--- config.mk ---
export PLATFORM = sky130hd
export DESIGN_NAME = sod_system_options
export DESIGN_NICKNAME = d
export VERILOG_FILES = /design/src/sod_system_options.v
export VERILOG_INCLUDE_DIRS = /design/src
export SDC_FILE = /design/constraint.sdc
export NUM_CORES = 1
export LEC_CHECK = 0
export ABC_AREA = 0
export BUFFER_PORTS_ARGS = -buffer_cell sky130_fd_sc_hd__buf_2
export CORE_MARGIN = 2
export CORE_UTILIZATION = 50
export CTS_BUF_LIST = sky130_fd_sc_hd__clkbuf_16
export CTS_CLUSTER_DIAMETER = 150
export DETAILED_ROUTE_END_ITERATION = 10
export GPL_ROUTABILITY_DRIVEN = 0
export PLACE_DENSITY = 0.76
export SLEW_MARGIN = 10
export SYNTH_ARGS = -nofsm -noshare
export SYNTH_HDL_FRONTEND = slang
export SYNTH_SLANG_ARGS = --single-unit
--- constraint.sdc ---
create_clock -name ref_clk -period 4.2 [get_ports ref_clk]
set_input_delay 0.42 -clock ref_clk [delete_from_list [all_inputs] [get_ports ref_clk]]
set_output_delay 0.42 -clock ref_clk [all_outputs]
set_load 0.03 [all_outputs]
--- src/sysopt_regs.vh ---
`ifndef SOD_SYSOPT_REGS_VH
`define SOD_SYSOPT_REGS_VH

// ***************************************************************
// Register offsets within the high register page (chosen locally)
// ***************************************************************
`define SOD_ADDR_W            8
`define SOD_OFF_DEBUG_RESET   8'h01
`define SOD_OFF_OPTIONS_ONE   8'h02
`define SOD_OFF_OPTIONS_TWO   8'h03
`define SOD_OFF_IDENT_HIGH    8'h06
`define SOD_OFF_IDENT_LOW     8'h07

// ***************************************************************
// Field positions
// ***************************************************************
`define SOD_DBG_TRIGGER_BIT   0
`define SOD_O1_TIMEOUT_HI     7
`define SOD_O1_TIMEOUT_LO     6
`define SOD_O1_STOP_BIT       5
`define SOD_O1_I2C_BIT        2
`define SOD_O2_WDCLK_BIT      7
`define SOD_O2_WINDOW_BIT     6
`define SOD_O2_CMP_BIT        4
`define SOD_O2_T2C1_BIT       3
`define SOD_O2_T2C0_BIT       2
`define SOD_O2_T1C1_BIT       1
`define SOD_O2_T1C0_BIT       0

// ***************************************************************
// Reset values and implemented-bit masks
// ***************************************************************
`define SOD_O1_RESET          8'h00
`define SOD_O1_MASK           8'hE4
`define SOD_O2_RESET          8'h00
`define SOD_O2_MASK           8'hDF
`define SOD_O2_ONCE_MASK      8'hC0
`define SOD_READ_ZERO         8'h00

// ***************************************************************
// Identification (part number value is arbitrary)
// ***************************************************************
`define SOD_SERIES_BIT        1'b1
`define SOD_PART_NUMBER       12'h0_5C3
`define SOD_ID_RESERVED       3'h0

// ***************************************************************
// Timing counts
// ***************************************************************
`define SOD_RESET_PULSE_CYC   4'h4

`endif

--- src/sod_system_options.v ---
`timescale 1ns/1ps

// What this block does
// - Debug reset register ignores writes from the user program; only debug link writes.
// - Reading the debug reset register always returns zero.
// - Debug link writing one to bit 0 forces a full MCU reset.
// - Options one accepts only the first write after reset; always readable.
// - Bits 7:6 of options one are write-once watchdog timeout select.
// - Stop allow bit 5 write-once; stop while clear gives illegal-opcode reset.
// - I2C pins on port A bits 2,3 when clear, port B bits 6,7 when set.
// - Write-once bit 7 of options two selects 1 kHz or bus watchdog clock.
// - Window bit 6 write-once; early reset-status writes reset the MCU.
// - Window mode takes effect only when watchdog runs from bus clock.
// - Bit 4 of options two connects comparator output to timer one channel 0.
// - Write-once bits of options two take one write until next reset.
// - Read-only identification holds 12-bit part number, upper four in high bits 3:0.
// - High identification bits 6:4 reserved; read as zero, writes ignored.
// - High identification bit 7 is a fixed series tie-off; writes ignored.
// - Debug-forced reset leaves all reset status flags cleared.
module sod_system_options
(
  input  wire        ref_clk,
  input  wire        sys_rst,
  input  wire        clk_en,
  input  wire [7:0]  bus_addr,
  input  wire [7:0]  bus_wdata,
  input  wire        bus_wr,
  input  wire        bus_rd,
  input  wire        bus_from_debug,
  input  wire        stop_attempt,
  input  wire        status_write,
  input  wire        watchdog_late_window,
  output reg  [7:0]  bus_rdata,
  output reg         debug_reset_req,
  output reg         reset_flags_clear,
  output reg         illegal_stop_reset,
  output reg         stop_enter,
  output reg         window_violation_reset,
  output reg  [1:0]  watchdog_timeout_sel,
  output reg         watchdog_clock_sel,
  output reg         watchdog_window_en,
  output reg         stop_allow,
  output reg         i2c_pin_sel,
  output reg         comparator_to_capture_en,
  output reg         timer2_ch1_pin_sel,
  output reg         timer2_ch0_pin_sel,
  output reg         timer1_ch1_pin_sel,
  output reg         timer1_ch0_pin_sel
);

`include "sysopt_regs.vh"

  // ***************************************************************
  // Address decode
  // ***************************************************************
  function hit;
    input [7:0] addr;
    input [7:0] offset;
    begin
      hit = (addr == offset);
    end
  endfunction

  // ***************************************************************
  // Register state
  // ***************************************************************
  reg  [7:0] system_options_one;
  reg  [7:0] system_options_two;
  reg        options_one_written;
  reg        options_two_written;
  reg  [3:0] reset_pulse_cnt;
  reg  [7:0] next_rdata;

  // ***************************************************************
  // Write strobes
  // ***************************************************************
  wire       wr_debug = bus_wr && hit(bus_addr, `SOD_OFF_DEBUG_RESET);
  wire       wr_opt1  = bus_wr && hit(bus_addr, `SOD_OFF_OPTIONS_ONE);
  wire       wr_opt2  = bus_wr && hit(bus_addr, `SOD_OFF_OPTIONS_TWO);
  // Only the background debug link may fire the forced reset
  wire       debug_fire = wr_debug && bus_from_debug
                          && bus_wdata[`SOD_DBG_TRIGGER_BIT];
  // Window checks apply only with the bus clock selected
  wire       window_live = system_options_two[`SOD_O2_WINDOW_BIT]
                           && system_options_two[`SOD_O2_WDCLK_BIT];

  // ***************************************************************
  // Identification values
  // ***************************************************************
  // Reserved bits are tied low so repeated reads always agree
  localparam [11:0] part_number      = `SOD_PART_NUMBER;
  localparam [7:0]  ident_high_value = {`SOD_SERIES_BIT, `SOD_ID_RESERVED, part_number[11:8]};
  localparam [7:0]  ident_low_value  = part_number[7:0];

  // ***************************************************************
  // Field views
  // ***************************************************************
  // Named views keep the field positions in one place
  wire [1:0] timeout_field = system_options_one[`SOD_O1_TIMEOUT_HI:`SOD_O1_TIMEOUT_LO];
  wire       stop_field    = system_options_one[`SOD_O1_STOP_BIT];
  wire       i2c_field     = system_options_one[`SOD_O1_I2C_BIT];
  wire       wdclk_field   = system_options_two[`SOD_O2_WDCLK_BIT];
  wire       cmp_field     = system_options_two[`SOD_O2_CMP_BIT];
  wire       t2c1_field    = system_options_two[`SOD_O2_T2C1_BIT];
  wire       t2c0_field    = system_options_two[`SOD_O2_T2C0_BIT];
  wire       t1c1_field    = system_options_two[`SOD_O2_T1C1_BIT];
  wire       t1c0_field    = system_options_two[`SOD_O2_T1C0_BIT];

  // ***************************************************************
  // Options register one
  // ***************************************************************
  // A write with the clock enable low never reaches the lock
  always @(posedge ref_clk)
  begin
    if (sys_rst)
    begin
      system_options_one  <= `SOD_O1_RESET;
      options_one_written <= 1'b0;
    end
    else if (clk_en && wr_opt1 && !options_one_written)
    begin
      // First write wins; later writes are dropped silently
      system_options_one  <= bus_wdata & `SOD_O1_MASK;
      options_one_written <= 1'b1;
    end
  end

  // ***************************************************************
  // Options register two
  // ***************************************************************
  // Only the watchdog bits lock; pin and comparator bits stay writable
  always @(posedge ref_clk)
  begin
    if (sys_rst)
    begin
      system_options_two  <= `SOD_O2_RESET;
      options_two_written <= 1'b0;
    end
    else if (clk_en && wr_opt2)
    begin
      options_two_written <= 1'b1;
      if (!options_two_written)
        system_options_two <= bus_wdata & `SOD_O2_MASK;
      else
        system_options_two <= (system_options_two & `SOD_O2_ONCE_MASK)
                              | (bus_wdata & `SOD_O2_MASK & ~`SOD_O2_ONCE_MASK);
    end
  end

  // ***************************************************************
  // Read path
  // ***************************************************************
  always @*
  begin
    next_rdata = `SOD_READ_ZERO;
    if (hit(bus_addr, `SOD_OFF_DEBUG_RESET))
      next_rdata = `SOD_READ_ZERO;
    else if (hit(bus_addr, `SOD_OFF_OPTIONS_ONE))
      next_rdata = system_options_one;
    else if (hit(bus_addr, `SOD_OFF_OPTIONS_TWO))
      next_rdata = system_options_two;
    else if (hit(bus_addr, `SOD_OFF_IDENT_HIGH))
      // Reserved bits read as zero; writes to identity have no target
      next_rdata = ident_high_value;
    else if (hit(bus_addr, `SOD_OFF_IDENT_LOW))
      next_rdata = ident_low_value;
  end

  // ***************************************************************
  // Read data register
  // ***************************************************************
  // Read data holds between reads so the master may take it late
  always @(posedge ref_clk)
  begin
    if (sys_rst)
      bus_rdata <= `SOD_READ_ZERO;
    else if (clk_en && bus_rd)
      bus_rdata <= next_rdata;
  end

  // ***************************************************************
  // Debug forced reset
  // ***************************************************************
  // The request is stretched so it survives the reset it causes;
  // a further debug write inside the stretch restarts the count
  always @(posedge ref_clk)
  begin
    if (sys_rst)
    begin
      debug_reset_req   <= 1'b0;
      reset_flags_clear <= 1'b0;
      reset_pulse_cnt   <= 4'h0;
    end
    else if (clk_en)
    begin
      if (debug_fire)
      begin
        reset_pulse_cnt   <= `SOD_RESET_PULSE_CYC;
        debug_reset_req   <= 1'b1;
        reset_flags_clear <= 1'b1;
      end
      else if (reset_pulse_cnt != 4'h0)
      begin
        reset_pulse_cnt   <= reset_pulse_cnt - 4'h1;
        debug_reset_req   <= (reset_pulse_cnt != 4'h1);
        reset_flags_clear <= (reset_pulse_cnt != 4'h1);
      end
    end
  end

  // ***************************************************************
  // Stop handling
  // ***************************************************************
  // A refused stop resets the part, so a stray stop cannot hang it
  always @(posedge ref_clk)
  begin
    if (sys_rst)
    begin
      illegal_stop_reset <= 1'b0;
      stop_enter         <= 1'b0;
    end
    else if (clk_en)
    begin
      illegal_stop_reset <= stop_attempt
                            && !stop_field;
      stop_enter         <= stop_attempt
                            && stop_field;
    end
  end

  // ***************************************************************
  // Window watchdog check
  // ***************************************************************
  // Only writes in the early part of a live window cause a reset
  always @(posedge ref_clk)
  begin
    if (sys_rst)
      window_violation_reset <= 1'b0;
    else if (clk_en)
      window_violation_reset <= status_write && window_live
                                && !watchdog_late_window;
  end

  // ***************************************************************
  // Options one field outputs
  // ***************************************************************
  // Registered copies keep every output straight from a flip-flop
  always @(posedge ref_clk)
  begin
    if (sys_rst)
      watchdog_timeout_sel <= 2'b00;
    else if (clk_en)
      watchdog_timeout_sel <= timeout_field;
  end

  always @(posedge ref_clk)
  begin
    if (sys_rst)
      stop_allow <= 1'b0;
    else if (clk_en)
      stop_allow <= stop_field;
  end

  always @(posedge ref_clk)
  begin
    if (sys_rst)
      i2c_pin_sel <= 1'b0;
    else if (clk_en)
      i2c_pin_sel <= i2c_field;
  end

  // ***************************************************************
  // Options two field outputs
  // ***************************************************************
  always @(posedge ref_clk)
  begin
    if (sys_rst)
      watchdog_clock_sel <= 1'b0;
    else if (clk_en)
      watchdog_clock_sel <= wdclk_field;
  end

  always @(posedge ref_clk)
  begin
    if (sys_rst)
      watchdog_window_en <= 1'b0;
    else if (clk_en)
      watchdog_window_en <= window_live;
  end

  always @(posedge ref_clk)
  begin
    if (sys_rst)
      comparator_to_capture_en <= 1'b0;
    else if (clk_en)
      comparator_to_capture_en <= cmp_field;
  end

  always @(posedge ref_clk)
  begin
    if (sys_rst)
      timer2_ch1_pin_sel <= 1'b0;
    else if (clk_en)
      timer2_ch1_pin_sel <= t2c1_field;
  end

  always @(posedge ref_clk)
  begin
    if (sys_rst)
      timer2_ch0_pin_sel <= 1'b0;
    else if (clk_en)
      timer2_ch0_pin_sel <= t2c0_field;
  end

  always @(posedge ref_clk)
  begin
    if (sys_rst)
      timer1_ch1_pin_sel <= 1'b0;
    else if (clk_en)
      timer1_ch1_pin_sel <= t1c1_field;
  end

  always @(posedge ref_clk)
  begin
    if (sys_rst)
      timer1_ch0_pin_sel <= 1'b0;
    else if (clk_en)
      timer1_ch0_pin_sel <= t1c0_field;
  end

endmodule // sod_system_options

==> out/results.md <==
### STA
* **sum of negative setup slack** 0 ns
* **unrepaired setup endpoints after global routing** no
* **Final Hold Violating Endpoints** 0
* **final setup skew** 0.002622 ns
* **count of pins over their slew limit** 0
* **final count of negative-setup-slack endpoints** 0
* **relative slew slack** 55.03%
* **final worst slack** 2.305 ns
* **time the final worst path needs with I/O delays and setup** 1.895 ns
* **Final period util** 45.12%
* **maximum achievable frequency** 0.5277 GHz
* **Least-Margin Pin Slew** 0.6746 ns

### Flow run
* **max cap viols** 0

### Global route
* **initial antenna violation count** 0
* **first-pass GRT wire length** 6403 um
* **GRT Resource Usage Total** 20.26%
* **via count of the first global-routing pass** 1355
* **leftover overflow at the end of global routing** 0
* **maximum number of pins on one net before global-route repair** 41

### Drt
* **routed via count** 1556
* **count of routing violations after the opening detailed-route iteration** 87
* **residual antenna-violating net count after detailed routing** 0
* **Post-route DRC** 0
* **Total Wirelength** 3910 um
* **number of detailed-route iterations in the first pass** 4
* **average routed wire per standard cell** 13.58 um
* **post-DR vias/cell** 5.403

### Power
* **Peak supply drop** 0.3882 mV
* **power density over cell area** 445.0 nW/um^2
* **leakage power total** 0.9335 nW

### Clock network
* **clock buffer depth** 2
* **post-cts resize count** 0
* **TritonCTS clock tree** built
* **CTS root buf** sky130_fd_sc_hd__clkbuf_16
* **count of buffers added by post-CTS timing repair for setup** 0
* **clock-pin slew reported for the worst setup and hold paths after clock tree synthesis** 0.06 ns
* **H-tree lvl count** 2
* **number of hold buffers added after cts** 0
* **clock sink count** 40
* **number of CTS-inserted buffers** 5
* **clock insertion delay at the later pin of the skew report** 0.28 ns

### Yosys
* **FF+latch count, synth** 40
* **area share of the leading cell type in the synthesized netlist** 45.13%
* **number of warning messages in the yosys log** 0
* **adder and majority gate portion of the synthesized area** 2.116%
* **Post-Synthesis Mean Instance Area** 9.006 um^2
* **number of enable flip-flop cells after synthesis** 0
* **synthesized-area fraction occupied by ao, oa, aoi and oai cells** 10.86%
* **Post-Syn Nets** 225
* **cell types occupying the most area after synthesis** sky130_fd_sc_hd__dfxtp_1 (45%), sky130_fd_sc_hd__mux2i_1 (12%), sky130_fd_sc_hd__nor2_1 (7.0%), sky130_fd_sc_hd__nand2_1 (3.8%), sky130_fd_sc_hd__a21oi_1 (3.7%)
* **xor and xnor area share after synthesis** 0%
* **post-synthesis instance total** 197
* **sequential share of the synthesized area** 45.13%
* **largest family of logic cells by synthesized area** simple AND/OR/NAND/NOR gates
* **multiplexer share of the synthesized area** 12.48%
* **commonest register cell after synthesis** sky130_fd_sc_hd__dfxtp_1
* **post-synthesis instance area** 1774 um^2
* **fraction of registers with async set or reset after synthesis** 0%
* **post-synthesis share of cell area spent on and, or, nand and nor gates** 24.96%
* **largest area contributor in the netlist** sky130_fd_sc_hd__dfxtp_1
* **Unique masters post-synth** 39

### Setup path
* **number of cells on the worst reg-to-reg path** 4
* **critical path start-end classification** in2reg
* **RR Endpoint** system_options_one[2]
* **worst path required time** 4.34 ns
* **arrival time of data at the critical path endpoint** 2.04 ns
* **flop2flop setup slack** 2.54 ns
* **RR Startpoint** options_one_written
* **critical path startpoint category** input pin
* **Critical Path End Type** register
* **critical-path maximum fanout** 25

### Hold path
* **end of the worst hold path** system_options_two[1]
* **WHS Path Cells** 3
* **startpoint of the lowest-slack hold path** bus_wdata[1]
* **path class of the lowest-slack min-delay path** in2reg

### Cells and area
* **diode count** 0
* **sequential cell area** 800.8 um^2
* **# fillers** 326
* **number of nets in the final layout** 269
* **fraction of final layout cells with drive strength greater than 1** 25.21%
* **synthesis-to-finish area growth** 21.86%
* **area occupied by multi-input gates** 894.6 um^2

### Die
* **die area** 4041 um^2
* **DIE WIDTH** 63.57 um
* **vertical die dimension** 63.57 um
* **starting density of the core** 52.75%
* **core area** 3363 um^2
* **Std-Cell Rows** 21
* **num ports** 49

### Placement
* **count of input and output buffers** 48
* **detailed-placement wirelength estimate** 2778 um
* **post-place setup slack** 2.015 ns

### Status
* **outcome** finished clean

report_power, final:
| part | switching, mW | internal, mW |
|---|---|---|
| sequential | 0.0217 | 0.400 |
| combinational | 0.102 | 0.0746 |
| clock | 0.145 | 0.219 |
| total | 0.269 | 0.693 |
per-stage QoR:
step	total power, mW	util, %	area [um^2]	cells	hold WS [ns]
after floorplan	0.5642	-	1774	197	0.4296
after global routing	1.013	64.29	2162	288	0.4010
after detailed placement	0.6046	60.04	2019	280	0.4411
final	0.9620	64.29	2162	288	0.3815
after global placement	0.6017	60.04	2019	280	0.4393
after CTS	0.9687	64.29	2162	288	0.3820
critical path: stages:
cell and delay (ns):
sky130_fd_sc_hd__buf_2 0.44, sky130_fd_sc_hd__or4bb_1 0.49, sky130_fd_sc_hd__nor4_4 0.34, sky130_fd_sc_hd__mux2i_1 0.28, sky130_fd_sc_hd__nor2_1 0.06
how the worst max path moves through the flow:
| stage | startpoint | to | slack (ns) | cells past startpoint |
|---|---|---|---|---|
| final | clk_en | system_options_one[2] | 2.30 | 5 |
| after global routing | clk_en | system_options_one[2] | 2.21 | 5 |
| after CTS | clk_en | system_options_one[2] | 2.30 | 5 |
| after detailed placement | clk_en | system_options_one[2] | 2.02 | 5 |
| after global placement | bus_addr[7] | system_options_two[2] | 2.10 | 5 |
| after floorplan | bus_addr[2] | system_options_two[3] | 2.35 | 5 |
cell usage in the layout (no fill, tap or decap), drive strengths merged:
| master | n |
|---|---|
| nor3 | 4 |
| nor2 | 33 |
| or2 | 1 |
| nand4 | 4 |
| o211ai | 1 |
| inv | 8 |
| nor4 | 3 |
| o31ai | 2 |
| nand2 | 18 |
| nand3 | 8 |
| a31oi | 2 |
| o311ai | 1 |
| or3 | 3 |
| mux2 | 1 |
| a21oi | 13 |
| o21a | 2 |
| o2111ai | 2 |
| nand4b | 2 |
| nand3b | 1 |
| buf | 48 |
| nor3b | 1 |
| a22oi | 1 |
| or4bb | 1 |
| mux2i | 21 |
| o22ai | 3 |
| and4b | 1 |
| nor2b | 1 |
| o211a | 1 |
| and2 | 1 |
| clkinv | 2 |
| dfxtp | 40 |
| o32a | 1 |
| clkbuf | 5 |
| ha | 3 |
| o21ai | 1 |
| or4 | 1 |
| nor4b | 1 |
synth_stat cells (2+ instances only):
library cell / count
sky130_fd_sc_hd__o2111ai_1: 2
sky130_fd_sc_hd__inv_1: 7
sky130_fd_sc_hd__o22ai_1: 3
sky130_fd_sc_hd__o31ai_1: 2
sky130_fd_sc_hd__nand4_1: 4
sky130_fd_sc_hd__dfxtp_1: 40
sky130_fd_sc_hd__nand4b_1: 2
sky130_fd_sc_hd__ha_1: 3
sky130_fd_sc_hd__clkbuf_1: 5
sky130_fd_sc_hd__a31oi_1: 2
sky130_fd_sc_hd__mux2i_1: 21
sky130_fd_sc_hd__o21a_1: 2
sky130_fd_sc_hd__nand3_1: 8
sky130_fd_sc_hd__or3_1: 3
sky130_fd_sc_hd__nor4_4: 2
sky130_fd_sc_hd__nand2_1: 18
sky130_fd_sc_hd__buf_1: 4
sky130_fd_sc_hd__a21oi_1: 13
sky130_fd_sc_hd__nor2_1: 33
sky130_fd_sc_hd__nor3_1: 4
layout make-up:
cell class | count | share of cell area, %
clock buffer | 5 | 5.787
clock inverter | 3 | 0.8102
inverter | 7 | 1.215
multi-input combinational | 139 | 41.38
sequential | 40 | 37.04
tap | 46 | 2.662
timing repair buffer | 48 | 11.11
routing by layer:
layer / track usage [%] / part of all wire [%] / vias up
met2: 30.92 / 46 / 52
li1: - / - / 784
met5: 0 / 0 / -
met1: 27.93 / 48 / 716
met3: 5.893 / 6.2 / 4
met4: 5.435 / 0.54 / 0
flip-flops by register name, summed over array words and instances (netlist names):
register	cells
comparator_to_capture_en	1
timer1_ch0_pin_sel	1
system_options_two	7
window_violation_reset	1
timer2_ch0_pin_sel	1
reset_flags_clear	1
watchdog_window_en	1
system_options_one	4
stop_allow	1
options_one_written	1
illegal_stop_reset	1
reset_pulse_cnt	4
watchdog_timeout_sel	2
bus_rdata	8
timer2_ch1_pin_sel	1
i2c_pin_sel	1
watchdog_clock_sel	1
timer1_ch1_pin_sel	1
options_two_written	1
stop_enter	1
cell families after synthesis:
group,count (synthesis)
and+or+nand+nor,84
DFF,40
muxes,22
AOI/OAI and AO/OA,30
adders and majority gates,3
buffers and inverters,18
Power figures use the tool's default switching activity.
